<file path="src/common/rpkt_pkg.sv">
// Constants shared by the packet framer and mode sequencer
package rpkt_pkg;
	// Clock and timing
	localparam int CLK_PERIOD_NS = 100;
	localparam int SLEEP_TO_CONFIG_DELAY_US = 3000;
	localparam int SLEEP_TO_CONFIG_CYCLES = SLEEP_TO_CONFIG_DELAY_US * 1000 / CLK_PERIOD_NS;
	localparam int IDLE_TO_BURST_TX_DELAY_NS = 195000;
	localparam int IDLE_TO_DIRECT_TX_DELAY_NS = 202000;
	localparam int IDLE_TO_RECEIVE_DELAY_NS = 202000;
	localparam int BURST_TX_CYCLES = IDLE_TO_BURST_TX_DELAY_NS / CLK_PERIOD_NS;
	localparam int DIRECT_TX_CYCLES = IDLE_TO_DIRECT_TX_DELAY_NS / CLK_PERIOD_NS;
	localparam int RECEIVE_CYCLES = IDLE_TO_RECEIVE_DELAY_NS / CLK_PERIOD_NS;
	localparam int BIT_FAST_NS = 1000;
	localparam int BIT_SLOW_NS = 4000;
	localparam logic [5:0] BIT_FAST_CYCLES = 6'(BIT_FAST_NS / CLK_PERIOD_NS);
	localparam logic [5:0] BIT_SLOW_CYCLES = 6'(BIT_SLOW_NS / CLK_PERIOD_NS);
	localparam int CNT_W = 24;
	// Packet layout
	localparam int PKT_MAX_BITS = 256;
	localparam int PRE_BITS = 8;
	localparam logic [7:0] PRE_ZERO = 8'h55;
	localparam logic [7:0] PRE_ONE = 8'hAA;
	localparam logic [5:0] ADDR_MIN = 6'h08;
	localparam logic [5:0] ADDR_MAX = 6'h28;
	localparam logic [8:0] CRC_SHORT = 9'h008;
	localparam logic [8:0] CRC_LONG = 9'h010;
	localparam logic [15:0] CRC_POLY_SHORT = 16'h0007;
	localparam logic [15:0] CRC_POLY_LONG = 16'h1021;
	localparam logic [15:0] CRC_INIT = 16'hFFFF;
	// Configuration word fields
	localparam int CFG_W = 24;
	localparam int CFG_RX_BIT = 0;
	localparam int CFG_RATE_BIT = 13;
	localparam int CFG_BURST_BIT = 14;
	localparam int CFG_CRC_EN_BIT = 16;
	localparam int CFG_CRC_L_BIT = 17;
	localparam int CFG_ADDR_W_LSB = 18;
	localparam logic [23:0] CFG_RESET = 24'h210F04;
	// Register map
	localparam logic [7:0] REG_ADDR_LO = 8'h00;
	localparam logic [7:0] REG_ADDR_HI = 8'h04;
	localparam logic [7:0] REG_PAYLOAD_W = 8'h08;
	localparam logic [7:0] REG_STATUS = 8'h0C;
	localparam logic [7:0] REG_CONFIG = 8'h10;
	localparam int ST_CRC_ERR_BIT = 8;
	localparam logic [8:0] PAYLOAD_W_RESET = 9'h020;
	// Synchroniser lanes
	localparam int SY_CE = 0;
	localparam int SY_CS = 1;
	localparam int SY_SCLK = 2;
	localparam int SY_DIN = 3;
	localparam int SY_PWR = 4;
endpackage

</file>
<file path="src/design/rpkt_bitmem.sv">
// Single-bit packet buffer with registered read data
`timescale 1ns/1ps
module rpkt_bitmem #(
	parameter int DEPTH = 256,
	parameter int AW = 8
)(
	// Clock and reset
	input wire logic i_sys_clk,
	input wire logic i_rstn,
	// Write port
	input wire logic i_we,
	input wire logic [AW-1:0] i_waddr,
	input wire logic i_wbit,
	// Read port
	input wire logic [AW-1:0] i_raddr,
	output logic o_rbit
);
	logic mem [DEPTH];

	// Storage needs no reset; only the read register does
	always_ff @(posedge i_sys_clk)
	begin
		if (i_we)
		begin
			mem[i_waddr] <= i_wbit;
		end
	end

	always_ff @(posedge i_sys_clk or negedge i_rstn)
	begin
		if (!i_rstn)
		begin
			o_rbit <= 1'b0;
		end
		else
		begin
			o_rbit <= mem[i_raddr];
		end
	end
endmodule

</file>
<file path="src/design/rpkt_sequencer.sv">
// Packet framer and operating-mode sequencer of the radio host link
//
// Overview of operation
// - Preamble 55 or AA from first address bit
// - Device adds preamble on burst transmit
// - Burst receive strips preamble; direct passes it
// - Burst address 8 to 40 bits, stripped
// - Payload capped at 256 minus address, CRC
// - Optional 8/16-bit CRC, burst only, stripped
// - Start-up delays 195us burst transmit, 202us others
// - Configuration lost on reset; needed before active
// - Burst airtime is bits plus one period
// - Config bit 14 selects burst mode
// - Config bit 17 selects 16-bit CRC
// - Config bits 23:18 give address width
//
// Local design decisions: the placing of the registers and the strobed register port.
`timescale 1ns/1ps
module rpkt_sequencer
	import rpkt_pkg::*;
#(
	parameter int SETTLE_CYCLES = SLEEP_TO_CONFIG_CYCLES,
	parameter int BUF_DEPTH = PKT_MAX_BITS
)(
	// Clock and reset
	input wire logic i_sys_clk,
	input wire logic i_rstn,
	// Host pins
	input wire logic i_pwr_up,
	input wire logic i_ce,
	input wire logic i_cs,
	input wire logic i_sclk,
	input wire logic i_data,
	output logic o_data,
	output logic o_data_oe,
	output logic o_rx_ready_first,
	// Radio front end
	output logic o_air_bit,
	output logic o_air_active,
	output logic o_demod_on,
	input wire logic i_air_bit,
	input wire logic i_air_strobe,
	// Register port
	input wire logic [7:0] i_addr,
	input wire logic [31:0] i_wdata,
	input wire logic i_wr,
	input wire logic i_rd,
	output logic [31:0] o_rdata
);
	typedef enum logic [3:0] {sleep_state, settle_state, idle_state, config_state,
		tx_load_state, tx_start_state, tx_air_state, dtx_start_state, dtx_air_state,
		rx_start_state, rx_direct_state, rx_hunt_state, rx_body_state, rx_read_state
	} rpkt_state_type;

	function automatic logic [15:0] crc_step(logic [15:0] c, logic b, logic wide);
		logic fb;
		logic [15:0] r;
		fb = b ^ (wide ? c[15] : c[7]);
		r = {c[14:0], 1'b0} ^ (fb ? (wide ? CRC_POLY_LONG : CRC_POLY_SHORT) : 16'h0000);
		return wide ? r : {8'h00, r[7:0]};
	endfunction

	function automatic logic crc_bit(logic [15:0] c, logic [8:0] k, logic wide);
		return wide ? c[4'(15 - k)] : c[3'(7 - k)];
	endfunction

	logic [4:0] sync1, sync2;
	logic sclk_d;
	rpkt_state_type state, next_state;
	logic [CNT_W-1:0] cnt, next_cnt;
	logic [5:0] btimer, next_btimer;
	logic [8:0] pos, next_pos, wptr, next_wptr, rptr, next_rptr;
	logic [15:0] crc, next_crc;
	logic [7:0] win, next_win;
	logic [CFG_W-1:0] cfg, next_cfg, cfg_sh, next_cfg_sh;
	logic configured, next_configured, first_bit, next_first_bit;
	logic rx_bad, next_rx_bad, crc_err, next_crc_err;
	logic next_data, next_data_oe, next_rx_ready, next_air_bit, next_air_active;
	logic [31:0] addr_lo, next_addr_lo, next_rdata;
	logic [7:0] addr_hi, next_addr_hi;
	logic [8:0] pay_w, next_pay_w;
	logic mem_we, mem_wbit, mem_rbit;
	logic [7:0] mem_waddr, mem_raddr;
	logic s_ce, s_cs, s_din, s_pwr, sclk_rise;
	logic [39:0] addr40;
	logic [5:0] aw, aw_raw, bitp;
	logic [8:0] clen, plen, room;
	logic wide, in_bit, crc_fail;

	assign s_ce = sync2[SY_CE];
	assign s_cs = sync2[SY_CS];
	assign s_din = sync2[SY_DIN];
	assign s_pwr = sync2[SY_PWR];
	assign sclk_rise = sync2[SY_SCLK] & ~sclk_d;
	assign addr40 = {addr_hi, addr_lo};
	assign aw_raw = cfg[CFG_ADDR_W_LSB +: 6];
	assign aw = (aw_raw < ADDR_MIN) ? ADDR_MIN : ((aw_raw > ADDR_MAX) ? ADDR_MAX : aw_raw);
	assign wide = cfg[CFG_CRC_L_BIT];
	assign clen = cfg[CFG_CRC_EN_BIT] ? (wide ? CRC_LONG : CRC_SHORT) : 9'h000;
	assign bitp = cfg[CFG_RATE_BIT] ? BIT_FAST_CYCLES : BIT_SLOW_CYCLES;
	// payload room left after address and CRC
	assign room = 9'(PKT_MAX_BITS) - {3'b000, aw} - clen;
	assign plen = (pay_w > room || pay_w == 9'h000) ? room : pay_w;
	assign in_bit = i_air_bit;

	rpkt_bitmem #(.DEPTH(BUF_DEPTH), .AW(8)) u_buf (
		.i_sys_clk(i_sys_clk),
		.i_rstn(i_rstn),
		.i_we(mem_we),
		.i_waddr(mem_waddr),
		.i_wbit(mem_wbit),
		.i_raddr(mem_raddr),
		.o_rbit(mem_rbit)
	);

	always_comb
	begin
		next_state = state;
		next_cnt = (cnt != '0) ? cnt - 1'b1 : cnt;
		next_btimer = btimer;
		next_pos = pos;
		next_wptr = wptr;
		next_rptr = rptr;
		next_crc = crc;
		next_win = win;
		next_cfg = cfg;
		next_cfg_sh = cfg_sh;
		next_configured = configured;
		next_first_bit = first_bit;
		next_rx_bad = rx_bad;
		next_crc_err = crc_err;
		next_data = o_data;
		next_rx_ready = 1'b0;
		next_air_bit = o_air_bit;
		next_air_active = 1'b0;
		mem_we = 1'b0;
		crc_fail = 1'b0;
		mem_waddr = wptr[7:0];
		mem_wbit = s_din;
		mem_raddr = (state == tx_air_state) ? 8'(pos - 9'(PRE_BITS)) : rptr[7:0];
		// mode sequencing on enable and select
		unique case (state)
			sleep_state:
			begin
				next_cnt = CNT_W'(SETTLE_CYCLES);
				next_state = settle_state;
			end
			settle_state:
			begin
				if (cnt == '0)
					next_state = idle_state;
			end
			idle_state:
			begin
				next_pos = '0;
				next_wptr = '0;
				next_rptr = '0;
				next_crc = CRC_INIT;
				next_win = 8'h00;
				if (s_cs && !s_ce)
					next_state = config_state;
				else if (s_ce && !s_cs && configured)
				begin
					if (cfg[CFG_RX_BIT])
					begin
						next_cnt = CNT_W'(RECEIVE_CYCLES);
						next_state = rx_start_state;
					end
					else if (cfg[CFG_BURST_BIT])
						next_state = tx_load_state;
					else
					begin
						next_cnt = CNT_W'(DIRECT_TX_CYCLES);
						next_state = dtx_start_state;
					end
				end
			end
			config_state:
			begin
				// Last bits shifted in land in the low field positions
				if (sclk_rise)
					next_cfg_sh = {cfg_sh[CFG_W-2:0], s_din};
				if (!s_cs)
				begin
					next_cfg = cfg_sh;
					next_configured = 1'b1;
					next_state = idle_state;
				end
			end
			tx_load_state:
			begin
				if (sclk_rise && (wptr < 9'(PKT_MAX_BITS) - clen))
				begin
					mem_we = 1'b1;
					next_wptr = wptr + 1'b1;
					if (wptr == '0)
						next_first_bit = s_din;
				end
				if (!s_ce)
				begin
					next_cnt = CNT_W'(BURST_TX_CYCLES);
					next_state = tx_start_state;
				end
			end
			tx_start_state:
			begin
				next_btimer = bitp - 1'b1;
				if (cnt == '0)
					next_state = tx_air_state;
			end
			tx_air_state:
			begin
				next_air_active = 1'b1;
				if (btimer == bitp - 6'h02)
				begin
					// preamble made here from first bit
					if (pos < 9'(PRE_BITS))
						next_air_bit = first_bit ? PRE_ONE[3'(7 - pos)] : PRE_ZERO[3'(7 - pos)];
					else if (pos < 9'(PRE_BITS) + wptr)
					begin
						next_air_bit = mem_rbit;
						next_crc = crc_step(crc, mem_rbit, wide);
					end
					else if (pos < 9'(PRE_BITS) + wptr + clen)
						next_air_bit = crc_bit(crc, pos - 9'(PRE_BITS) - wptr, wide);
					else
						next_air_bit = 1'b0;
				end
				if (btimer == '0)
				begin
					next_btimer = bitp - 1'b1;
					next_pos = pos + 1'b1;
					// one extra bit period after the last bit
					if (pos == 9'(PRE_BITS) + wptr + clen)
					begin
						next_state = idle_state;
					end
				end
				else
					next_btimer = btimer - 1'b1;
			end
			dtx_start_state:
			begin
				if (cnt == '0)
					next_state = dtx_air_state;
			end
			dtx_air_state:
			begin
				next_air_active = s_ce;
				next_air_bit = s_din;
				if (!s_ce)
					next_state = idle_state;
			end
			rx_start_state:
			begin
				if (cnt == '0)
					next_state = cfg[CFG_BURST_BIT] ? rx_hunt_state : rx_direct_state;
			end
			rx_direct_state:
			begin
				// direct receive passes every bit through
				next_data = in_bit;
				if (!s_ce)
					next_state = idle_state;
			end
			rx_hunt_state:
			begin
				next_pos = '0;
				next_crc = CRC_INIT;
				next_rx_bad = 1'b0;
				if (i_air_strobe)
				begin
					next_win = {win[6:0], in_bit};
					if ({win[6:0], in_bit} == (addr40[aw - 1'b1] ? PRE_ONE : PRE_ZERO))
						next_state = rx_body_state;
				end
				if (!s_ce)
					next_state = idle_state;
			end
			rx_body_state:
			begin
				// Empty window on re-hunt; a stale preamble tail would match early
				next_win = 8'h00;
				if (i_air_strobe)
				begin
					next_pos = pos + 1'b1;
					if (pos < 9'(aw))
					begin
						next_crc = crc_step(crc, in_bit, wide);
						if (in_bit != addr40[6'(aw - 1'b1 - pos[5:0])])
							next_state = rx_hunt_state;
					end
					else if (pos < 9'(aw) + plen)
					begin
						mem_we = 1'b1;
						mem_waddr = 8'(pos - 9'(aw));
						mem_wbit = in_bit;
						next_crc = crc_step(crc, in_bit, wide);
					end
					else if (in_bit != crc_bit(crc, pos - 9'(aw) - plen, wide))
						next_rx_bad = 1'b1;
					if (pos == 9'(aw) + plen + clen - 1'b1 && next_state == rx_body_state)
					begin
						if (next_rx_bad)
						begin
							next_crc_err = 1'b1;
							crc_fail = 1'b1;
							next_state = rx_hunt_state;
						end
						else
						begin
							next_rx_ready = 1'b1;
							next_state = rx_read_state;
						end
					end
				end
				if (!s_ce)
					next_state = idle_state;
			end
			rx_read_state:
			begin
				next_rx_ready = 1'b1;
				next_data = mem_rbit;
				if (sclk_rise)
				begin
					next_rptr = rptr + 1'b1;
					if (rptr == plen - 1'b1)
					begin
						next_rx_ready = 1'b0;
						next_rptr = '0;
						next_state = s_ce ? rx_hunt_state : idle_state;
					end
				end
			end
		endcase
		if (!s_pwr)
		begin
			next_state = sleep_state;
			next_air_active = 1'b0;
			next_rx_ready = 1'b0;
		end
		next_data_oe = (next_state == rx_read_state) || (next_state == rx_direct_state);
		// Software clear loses to a fresh CRC failure
		if (i_wr && i_addr == REG_STATUS && i_wdata[ST_CRC_ERR_BIT] && !crc_fail)
			next_crc_err = 1'b0;
	end

	always_comb
	begin
		next_addr_lo = addr_lo;
		next_addr_hi = addr_hi;
		next_pay_w = pay_w;
		next_rdata = 32'h00000000;
		if (i_wr)
		begin
			unique case (i_addr)
				REG_ADDR_LO: next_addr_lo = i_wdata;
				REG_ADDR_HI: next_addr_hi = i_wdata[7:0];
				REG_PAYLOAD_W: next_pay_w = i_wdata[8:0];
				default: ;
			endcase
		end
		if (i_rd)
		begin
			unique case (i_addr)
				REG_ADDR_LO: next_rdata = addr_lo;
				REG_ADDR_HI: next_rdata = {24'h000000, addr_hi};
				REG_PAYLOAD_W: next_rdata = {23'h000000, pay_w};
				REG_STATUS: next_rdata = {23'h000000, crc_err, s_cs, s_ce, o_rx_ready_first,
					configured, state};
				REG_CONFIG: next_rdata = {8'h00, cfg};
				default: next_rdata = 32'h00000000;
			endcase
		end
	end

	always_ff @(posedge i_sys_clk or negedge i_rstn)
	begin
		if (!i_rstn)
		begin
			sync1 <= 5'h00;
			sync2 <= 5'h00;
			sclk_d <= 1'b0;
			state <= sleep_state;
			cnt <= '0;
			btimer <= 6'h00;
			pos <= 9'h000;
			wptr <= 9'h000;
			rptr <= 9'h000;
			crc <= CRC_INIT;
			win <= 8'h00;
			cfg <= CFG_RESET;
			cfg_sh <= CFG_RESET;
			configured <= 1'b0;
			first_bit <= 1'b0;
			rx_bad <= 1'b0;
			crc_err <= 1'b0;
			o_data <= 1'b0;
			o_data_oe <= 1'b0;
			o_rx_ready_first <= 1'b0;
			o_air_bit <= 1'b0;
			o_air_active <= 1'b0;
			o_demod_on <= 1'b0;
			addr_lo <= 32'h00000000;
			addr_hi <= 8'h00;
			pay_w <= PAYLOAD_W_RESET;
			o_rdata <= 32'h00000000;
		end
		else
		begin
			sync1 <= {i_pwr_up, i_data, i_sclk, i_cs, i_ce};
			sync2 <= sync1;
			sclk_d <= sync2[SY_SCLK];
			state <= next_state;
			cnt <= next_cnt;
			btimer <= next_btimer;
			pos <= next_pos;
			wptr <= next_wptr;
			rptr <= next_rptr;
			crc <= next_crc;
			win <= next_win;
			cfg <= next_cfg;
			cfg_sh <= next_cfg_sh;
			configured <= next_configured;
			first_bit <= next_first_bit;
			rx_bad <= next_rx_bad;
			crc_err <= next_crc_err;
			o_data <= next_data;
			o_data_oe <= next_data_oe;
			o_rx_ready_first <= next_rx_ready;
			o_air_bit <= next_air_bit;
			o_air_active <= next_air_active;
			// demodulation starts after the receive delay
			o_demod_on <= (next_state == rx_direct_state) || (next_state == rx_hunt_state)
				|| (next_state == rx_body_state);
			addr_lo <= next_addr_lo;
			addr_hi <= next_addr_hi;
			pay_w <= next_pay_w;
			o_rdata <= next_rdata;
		end
	end
endmodule

</file>
<file path="config.mk">
export PLATFORM = sky130hd
export DESIGN_NAME = rpkt_sequencer
export DESIGN_NICKNAME = d
export VERILOG_FILES = /design/src/common/rpkt_pkg.sv /design/src/design/rpkt_bitmem.sv /design/src/design/rpkt_sequencer.sv
export SDC_FILE = /design/constraint.sdc
export NUM_CORES = 1
export LEC_CHECK = 0
export BUFFER_PORTS_ARGS = -buffer_cell sky130_fd_sc_hd__buf_2
export CAP_MARGIN = 20
export CORE_MARGIN = 3
export CORE_UTILIZATION = 30
export CTS_CLUSTER_DIAMETER = 120
export DETAILED_ROUTE_END_ITERATION = 10
export PLACE_DENSITY = 0.53
export SETUP_SLACK_MARGIN = 0.05
export SLEW_MARGIN = 20
export SYNTH_ARGS = -nofsm -noshare
export SYNTH_HDL_FRONTEND = slang
export SYNTH_SLANG_ARGS = --single-unit
export TNS_END_PERCENT = 1
</file>
<file path="constraint.sdc">
create_clock -name i_sys_clk -period 27.3 [get_ports i_sys_clk]
set_input_delay 4.095 -clock i_sys_clk [delete_from_list [all_inputs] [get_ports i_sys_clk]]
set_output_delay 4.095 -clock i_sys_clk [all_outputs]
set_load 0.005 [all_outputs]
</file>
==> results.cfg, run 1 <==
[run_status]
status = finished, final reports clean

[critical_path]
r2r_slack_ns = 16.88
r2r-start = cfg[23]
crit_buf_inv = 6
slowest_stage = o32ai_1
crit_required_ns = 27.63
timing.rr.end = u_buf.mem[6]
cp-startpoint = cfg[23]
critPathMaxStageDelay_ns = 0.91
critPathTopFamily = compound AO/OA/AOI/OAI gates
crit_end = u_buf.mem[6]
worstPathArrival_ns = 10.75
critical_path_cell_count = 36
cp_max_fo = 30
ff2ff_path_depth = 36
critPathCaptureType = register
cp-start-kind = register
worstSetupPathType = reg -> reg

[drt]
vias = 18352
drc = 0
drt-vias-per-instance = 5.19
dr.first_iter.drc_count = 1548
post_drt_wl_per_cell_um = 20.2
drt_pass1_iterations = 6
ant_nets = 0
wl_um = 71600

[final_layout]
fillCellCount = 8548
nets = 2478
drive_above_1_share = 0.200
diodes = 0
area_growth_pct = 13.7
fin_util = 0.345

[clock_network]
ctsHoldBuffers = 0
clockRootBuffer = clkbuf_16
insertion_delay_ns = 0.64
htree_num_levels = 2
postCtsSetupBuffers = 0
cts_inserted_buffers = 56
cts_sinks = 491
cts.path.max_buffers = 3
clkTransAtPathRegs_ns = 0.06
cts_tree = built
cts_resized = 0

[die]
core_um2 = 86900
ioPinCount = 89
start_util = 0.303
die_h_um = 302
fp.dieArea_um2 = 91300
die_w_um = 302
rows = 108

[worst_hold_path]
min_path_type = reg -> reg
hold_path_depth = 0

[synth]
syn_nets = 2441
synth_top_flop_cell = edfxtp_1
synth_common_cells = 387 x nor2_1, 256 x edfxtp_1, 204 x dfrtp_1
yosysMostFrequentCell = nor2_1
yosys_warnings = 0
synth-edff-count = 256
async_reset_ff_frac = 0.479
seq_area_frac_synth = 0.517
syn_avg_cell_area_um2 = 11.5
synthCells = 2299
yosys.area.top_type = edfxtp_1
synthDistinctLibCells = 91
synth.area.top_cells = edfxtp_1 29%, dfrtp_1 19%, mux4_2 8.0%, nor2_1 5.5%, mux2_2 4.6%
ys_ff_latch = 491
yosysTopAreaCellShare = 0.292
synthesis.area_um2 = 26300

[global_routing]
antenna_found_initial = 2
overflow = 0
grt_max_degree = 257
grt_pass1_vias = 18807
grt_usage = 0.156
grt_pass1_wl_um = 111000

[timing]
fin_crit_sh = 0.382
hold_viol = 0
fmax_ghz = 0.0960
slew_viol_final = 0
min_period_ns = 10.42
max_slew_margin = 0.259
fin_worst_skew_ns = 0.0618
final-setup-viol-count = 0
rsz0062_at_grt = no
setup_tns_ns = 0
worstMarginPinSlew_ns = 1.11

[placed_design]
gp_congestion = 0.882
dpl.hpwl_um = 47500
io_buffers = 88

[power_and_ir_drop]
peakVddDrop_mv = 0.0444
power_switching_w = 0.000425
power_leakage_nw = 11.6
combPwrFrac = 0.098
seq_power_share = 0.454
clkPwrFrac = 0.448
p_per_area_nw_per_um2 = 58.6
p_int_w = 0.00133
sw_frac_of_total = 0.242

[job]
maxCapViolCount = 0
registers in the layout, indices dropped and copies added (netlist names), 5 cells and up:
name / cells
addr_hi: 8
addr_lo: 32
btimer: 6
cfg: 24
cfg_sh: 24
cnt: 24
crc: 16
o_rdata: 32
pay_w: 9
pos: 9
rptr: 9
sync1: 5
sync2: 5
u_buf.mem: 256
win: 7
wptr: 9
metal layers:
layer | GRT usage | vias up | wire [µm]
li1 | - | 8417 | -
met1 | 0.206 | 9258 | 30700
met2 | 0.262 | 568 | 34400
met3 | 0.0256 | 109 | 4390
met4 | 0.0496 | 0 | 2010
met5 | 0 | - | 0
cell type report:
cell class | instances | area (µm²) | area share
multi-input combinational | 1589 | 12000 | 0.400
inverter | 88 | 330 | 0.0110
sequential | 491 | 13600 | 0.454
timing repair buffer | 110 | 632 | 0.0211
clock inverter | 24 | 379 | 0.0127
tap | 1155 | 1450 | 0.0483
clock buffer | 82 | 1580 | 0.0527
kinds of logic after synthesis:
| kind of cell | share of synthesized area |
|---|---|
| adders and majority gates | 0.0460 |
| AOI/OAI and AO/OA | 0.0887 |
| buffers and inverters | 0.0319 |
| and+or+nand+nor | 0.139 |
| xor gates and xnor gates | 0.0372 |
| muxes | 0.141 |
| DFF | 0.517 |
through the flow:
stage / cells / total power (W) / area [µm²] / setup WS, ns / hold WS (ns)
floorplan: 2299 / 0.000938 / 26300 / 8.16 / 0.331
global placement: 3433 / 0.000977 / 28000 / 17.41 / 0.335
CTS: 3539 / 0.00177 / 29900 / 17.09 / 0.347
global route: 3539 / 0.00183 / 29900 / 16.01 / 0.358
finish: 3539 / 0.00175 / 29900 / 16.88 / 0.341
detailed placement: 3433 / 0.000980 / 28000 / 17.10 / 0.336
power groups by stage:
stage               logic, W  registers [W]  clock network [W]
detailed placement  0.000170       0.000810                  0
CTS                 0.000171       0.000796           0.000806
floorplan           0.000127       0.000811                  0
global route        0.000190       0.000796           0.000840
finish              0.000172       0.000796           0.000786
global placement    0.000167       0.000810                  0
worst min-delay path by stage:
stage | from | endpoint | slack (ns)
finish | sync1[2] | sync2[2] | 0.34
global route | sync1[2] | sync2[2] | 0.36
CTS | sync1[2] | sync2[2] | 0.35
detailed placement | sync1[3] | sync2[3] | 0.34
global placement | sync1[3] | sync2[3] | 0.33
floorplan | sync1[0] | sync2[0] | 0.33
cells in the final DEF (no fill, tap or decap), types with 9 or more instances in the layout:
master and n:
nor2_1 387, edfxtp_1 256, dfrtp_1 204, nand2_1 169, mux2_2 108, mux4_2 94, inv_1 87, buf_2 87
ha_1 84, o21ai_0 82, xnor2_1 64, a21oi_1 62, clkbuf_16 56, nand3_1 41, xor2_1 40, mux2i_1 34
dfstp_2 31, nor3_1 28, a21o_1 28, and2_1 24, a211oi_1 24, nand2b_1 21, buf_4 20, a22oi_1 19
and3_1 18, clkbuf_1 18, a31oi_1 17, nor2b_1 16, nand4_1 16, nor4_1 15, or3_1 12, a311oi_1 11
or2_2 10, nand3b_1 9, a22o_1 9
worst reg2reg max path: cells and delay by family (launching register included):
kind	cells	cell delay [ns]
buf+inv	6	0.96
flops	1	0.58
xor+xnor	1	0.21
simple gates	10	2.75
compound gates	13	3.85
fa+ha+maj	6	1.78
(Power assumes the default switching activity.)
==> run 2, diff against run 1 <==
==> constraint.sdc (replaced) <==
create_clock -name i_sys_clk -period 10.6 [get_ports i_sys_clk]
set_input_delay 1.59 -clock i_sys_clk [delete_from_list [all_inputs] [get_ports i_sys_clk]]
set_output_delay 1.59 -clock i_sys_clk [all_outputs]
set_load 0.005 [all_outputs]
==> run 2 against run 1 <==
  * First-iteration DRC count rose by 9.2%
  * Final area increased by 0.84%
  * Sequential share of layout area down 0.38 points
  * Clock-buffer cell count is 8 lower
==> results.cfg, run 2 (synthesis results as in run 1) <==
[worst_hold_path]
hold_path_depth = 0
min_path_type = reg -> reg

[timing]
fin_crit_sh = 0.927
min_period_ns = 9.82
worst_hold_slack_ns = 0.347
final-setup-viol-count = 0
max_slew_margin = 0.204
fmax_ghz = 0.102
hold_viol = 0
fin_worst_skew_ns = 0.0728
worstMarginPinSlew_ns = 1.19
slew_viol_final = 0
worst_slack_ns = 0.775
rsz0062_at_grt = yes

[drt]
dr.first_iter.drc_count = 1691
drc = 0
post_drt_wl_per_cell_um = 20.5
drt_pass1_iterations = 6
wl_um = 72800
drt-vias-per-instance = 5.18
vias = 18386
ant_nets = 0

[clock_network]
cts_tree = built
ctsHoldBuffers = 0
clkTransAtPathRegs_ns = 0.06
cts_sinks = 491
cts_resized = 0
cts_inserted_buffers = 57
insertion_delay_ns = 0.67
cts.path.max_buffers = 3
htree_num_levels = 2
clockRootBuffer = clkbuf_16
postCtsSetupBuffers = 0

[critical_path]
crit_buf_inv = 7
cp-start-kind = register
critPathTopFamily = compound AO/OA/AOI/OAI gates
r2r_slack_ns = 0.78
worstPathArrival_ns = 10.15
cp_max_fo = 30
worstSetupPathType = reg -> reg
ff2ff_path_depth = 37
critPathCaptureType = register
critPathMaxStageDelay_ns = 0.57
slowest_stage = dfrtp_1
crit_required_ns = 10.93
critical_path_cell_count = 37

[power_and_ir_drop]
power_leakage_nw = 11.7
power_w = 0.00465
peakVddDrop_mv = 0.141
p_per_area_nw_per_um2 = 154

[final_layout]
regMostFlops = u_buf.mem
drive_above_1_share = 0.208
top_regs = u_buf.mem: 256 flops, addr_lo: 32 flops, o_rdata: 32 flops
layout_commonest_cell = nor2_1
largest_reg_flops = 256
area_growth_pct = 14.7
postLayoutCellArea_um2 = 30200
nets = 2489
final_cell_mix = 387 x nor2_1, 256 x edfxtp_1, 204 x dfrtp_1, 165 x nand2_1, 108 x mux2_2

[die]
core_um2 = 86900
die_h_um = 302
rows = 108
die_w_um = 302
fp.dieArea_um2 = 91300
start_util = 0.303
ioPinCount = 89

[global_routing]
grt_max_degree = 257
antenna_found_initial = 2
grt_usage = 0.159
overflow = 0
grt_pass1_vias = 18994
grt_pass1_wl_um = 113000

[run_status]
status = finished, final reports clean

[placed_design]
place_area_um2 = 28100
dpl.hpwl_um = 49100
io_buffers = 88
dp_slack_ns = 0.406
gp_congestion = 0.864

[job]
maxCapViolCount = 0
run 2: cell count changes in the layout (fill, tap and decap cells not counted), moves of 4 or more:
cell       before  now
buf_4          20   30
clkbuf_1       18   10
bufinv_16       7   11
nand2_1       169  165
nand2_2         0    4
run 2: path summary, 6_finish.rpt:
check	startpoint	to
hold / removal	sync1[3]	sync2[3]
setup / recovery	cfg[23]	u_buf.mem[172]
max in group asynchronous	i_rstn	cnt[0]
hold reg to reg	sync1[3]	sync2[3]
setup reg to reg	cfg[23]	u_buf.mem[172]
min in group asynchronous	i_rstn	addr_lo[10]
run 2: final cells by class:
| cell class | count | area [µm²] |
|---|---|---|
| Fill cell | 8537 | 56700 |
| Inverter | 88 | 330 |
| Timing Repair Buffer | 120 | 711 |
| Antenna cell | 1 | 2.50 |
| Clock buffer | 74 | 1560 |
| Clock inverter | 32 | 527 |
| Multi-Input combinational cell | 1589 | 12000 |
| Sequential cell | 491 | 13600 |
| Tap cell | 1155 | 1450 |
run 2: power by group:
part,internal (W),switching (W)
clock network,0.00131,0.000837
registers,0.00203,0.0000214
logic,0.000179,0.000266
run 2: stage by stage:
step	util	cells	setup TNS, ns
2_1_floorplan	-	2299	0
5_1_grt	0.348	3550	-0.0772
3_3_place_gp	0.323	3442	0
4_1_cts	0.347	3549	0
6_report	0.348	3550	0
3_5_place_dp	0.323	3443	0
run 2: layer usage:
layer	part of all wire	GRT usage	wire (µm)
met4	0.030	0.0527	2170
met2	0.48	0.264	34900
met3	0.060	0.0300	4400
met5	0	0	0
met1	0.43	0.208	31400
==> run 3, diff against run 2 <==
--- a/config.mk
+++ b/config.mk
@@ -7,11 +7,12 @@
 export LEC_CHECK = 0
 export BUFFER_PORTS_ARGS = -buffer_cell sky130_fd_sc_hd__buf_2
 export CAP_MARGIN = 20
+export CORE_ASPECT_RATIO = 1.25
 export CORE_MARGIN = 3
 export CORE_UTILIZATION = 30
 export CTS_CLUSTER_DIAMETER = 120
 export DETAILED_ROUTE_END_ITERATION = 10
-export PLACE_DENSITY = 0.53
+export PLACE_DENSITY = 0.55
 export SETUP_SLACK_MARGIN = 0.05
 export SLEW_MARGIN = 20
 export SYNTH_ARGS = -nofsm -noshare
==> constraint.sdc (replaced) <==
create_clock -name i_sys_clk -period 8.37 [get_ports i_sys_clk]
set_input_delay 1.2555 -clock i_sys_clk [delete_from_list [all_inputs] [get_ports i_sys_clk]]
set_output_delay 1.2555 -clock i_sys_clk [all_outputs]
set_load 0.005 [all_outputs]
==> run 3 against run 2 <==
  * Setup slack worse by 0.40 ns
  * Hold slack lost 0.040 ns
  * Sequential power grew 27%
  * Total power grew 18%
  * Final area increased by 0.77%
  * Utilization rose by 0.49 points
  * Critical path type unchanged
  * Largest cell class unchanged
==> results.cfg, run 3 (synthesis results as in run 1) <==
[placed_design]
place_area_um2 = 28600
dpl.hpwl_um = 49700
dp_slack_ns = -0.0240
io_buffers = 88
gp_congestion = 0.882
placed_cells = 3483

[final_layout]
multi_input_area_um2 = 12200
area_growth_pct = 15.6
final_cell_mix = 387 x nor2_1, 256 x edfxtp_1, 202 x dfrtp_1, 148 x nand2_1, 108 x mux2_2
postLayoutCellArea_um2 = 30400
regArea_um2 = 13600
largest_reg_flops = 256
layout_commonest_cell = nor2_1
drive_above_1_share = 0.236
stdcell_count = 3587
regMostFlops = u_buf.mem
top_regs = u_buf.mem: 256 flops, addr_lo: 32 flops, o_rdata: 32 flops
fillCellCount = 8547
nets = 2524

[critical_path]
r2r-start = cfg[16]
cp-start-kind = register
critPathCaptureType = register
slowest_stage = dfstp_2
crit_required_ns = 8.85
critPathMaxStageDelay_ns = 0.58
timing.rr.end = o_data_oe
r2r_slack_ns = 0.38
ff2ff_path_depth = 33
worstSetupPathType = reg -> reg
worstPathArrival_ns = 8.47
cp_max_fo = 7

[drt]
dr.first_iter.drc_count = 1161
drc = 0
vias = 18434
wl_um = 72300
drt-vias-per-instance = 5.14
post_drt_wl_per_cell_um = 20.2
ant_nets = 0
drt_pass1_iterations = 5

[worst_hold_path]
min_path_type = reg -> reg
hold_path_depth = 0
min_from = sync1[4]
min_to = sync2[4]

[die]
core_um2 = 86300
start_util = 0.305
die_w_um = 271
rows = 120
fp.dieArea_um2 = 91400
ioPinCount = 89
die_h_um = 337

[global_routing]
use_met1 = 0.194
grt_use_met3 = 0.0222
overflow = 0
top_usage_layer = met2
antenna_found_initial = 0
grt_pass1_vias = 19012
grt_pass1_wl_um = 113000
grt_max_degree = 158
grtUsageMet2 = 0.284
grt_usage = 0.156

[timing]
fin_crit_sh = 0.955
fin_worst_skew_ns = 0.0733
min_period_ns = 7.99
final-setup-viol-count = 0
max_slew_margin = 0.281
hold_viol = 0
worst_slack_ns = 0.377
worstMarginPinSlew_ns = 1.08
slew_viol_final = 0
rsz0062_at_grt = yes
fmax_ghz = 0.125

[power_and_ir_drop]
peakVddDrop_mv = 0.171
p_per_area_nw_per_um2 = 180
power_leakage_nw = 11.8

[clock_network]
cts_inserted_buffers = 53
cts_tree = built
cts_sinks = 491
clkTransAtPathRegs_ns = 0.07
insertion_delay_ns = 0.65
htree_num_levels = 2
cts.path.max_buffers = 3
clockRootBuffer = clkbuf_16

[run_status]
status = finished, final reports clean

[job]
maxCapViolCount = 0
run 3: cell count changes in the layout (fill, tap and decap cells not counted), sizes merged:
cell	previous run	this run
clkbuf	74	68
bufinv	11	2
clkinv	16	26
clkinvlp	2	3
buf	120	159
inv	91	89
run 3: critical path: cells and delay by family (launching register included):
kind	cells	cell delay, ns
AO/OA/AOI/OAI	11	2.00
XOR/XNOR	2	0.31
adder cells (fa/ha/maj)	6	1.84
buffers and inverters	3	0.26
flip-flops	1	0.58
multiplexers	1	0.26
AND/OR/NAND/NOR	10	2.57
run 3: power breakdown:
group / switching (W) / internal, W / total (W)
Clock: 0.00101 / 0.00127 / 0.00228
Sequential: 0.0000286 / 0.00257 / 0.00260
Combinational: 0.000353 / 0.000259 / 0.000612
run 3: worst max-delay path by stage:
stage / startpoint / endpoint / cells after the start
after floorplan: cfg[23] / u_buf.mem[0] / 37
after global placement: cfg[23] / u_buf.mem[159] / 33
after detailed placement: cfg[23] / u_buf.mem[197] / 30
after CTS: cfg[23] / u_buf.mem[147] / 35
after global routing: cfg[22] / u_buf.mem[86] / 36
final: cfg[16] / o_data_oe / 33
run 3: through the flow:
| step | hold slack, ns | utilization | total power [W] | setup TNS (ns) |
|---|---|---|---|---|
| after floorplan | 0.331 | - | 0.00306 | -269.54 |
| after global placement | 0.333 | 0.331 | 0.00322 | 0 |
| after detailed placement | 0.336 | 0.331 | 0.00323 | -0.0775 |
| after CTS | 0.308 | 0.351 | 0.00553 | -0.0808 |
| after global routing | 0.327 | 0.352 | 0.00571 | 0 |
| final | 0.307 | 0.352 | 0.00548 | 0 |
run 3: cell type report:
class / count / share of cell area
Antenna cell: 1 / 0.0000822
Clock buffer: 68 / 0.0464
Clock inverter: 32 / 0.00958
Inverter: 88 / 0.0109
Multi-Input combinational cell: 1589 / 0.402
Sequential cell: 491 / 0.447
Tap cell: 1159 / 0.0477
Timing Repair Buffer: 159 / 0.0361
run 3: layer usage:
metal	vias up	routed length, µm
met3	122	3370
met1	9324	30000
met5	-	0
met2	489	36900
li1	8499	-
met4	0	2000
run 3: timing repair:
| action | 4_1_cts | 5_1_grt |
|---|---|---|
| buffers inserted | 0 | 3 |
| hold buffers | 0 | 0 |
| resized for setup | 2 | 36 |
| pin swaps | 0 | 5 |
| gates cloned | 0 | 0 |
| endpoints found under the setup margin | 66 | 411 |
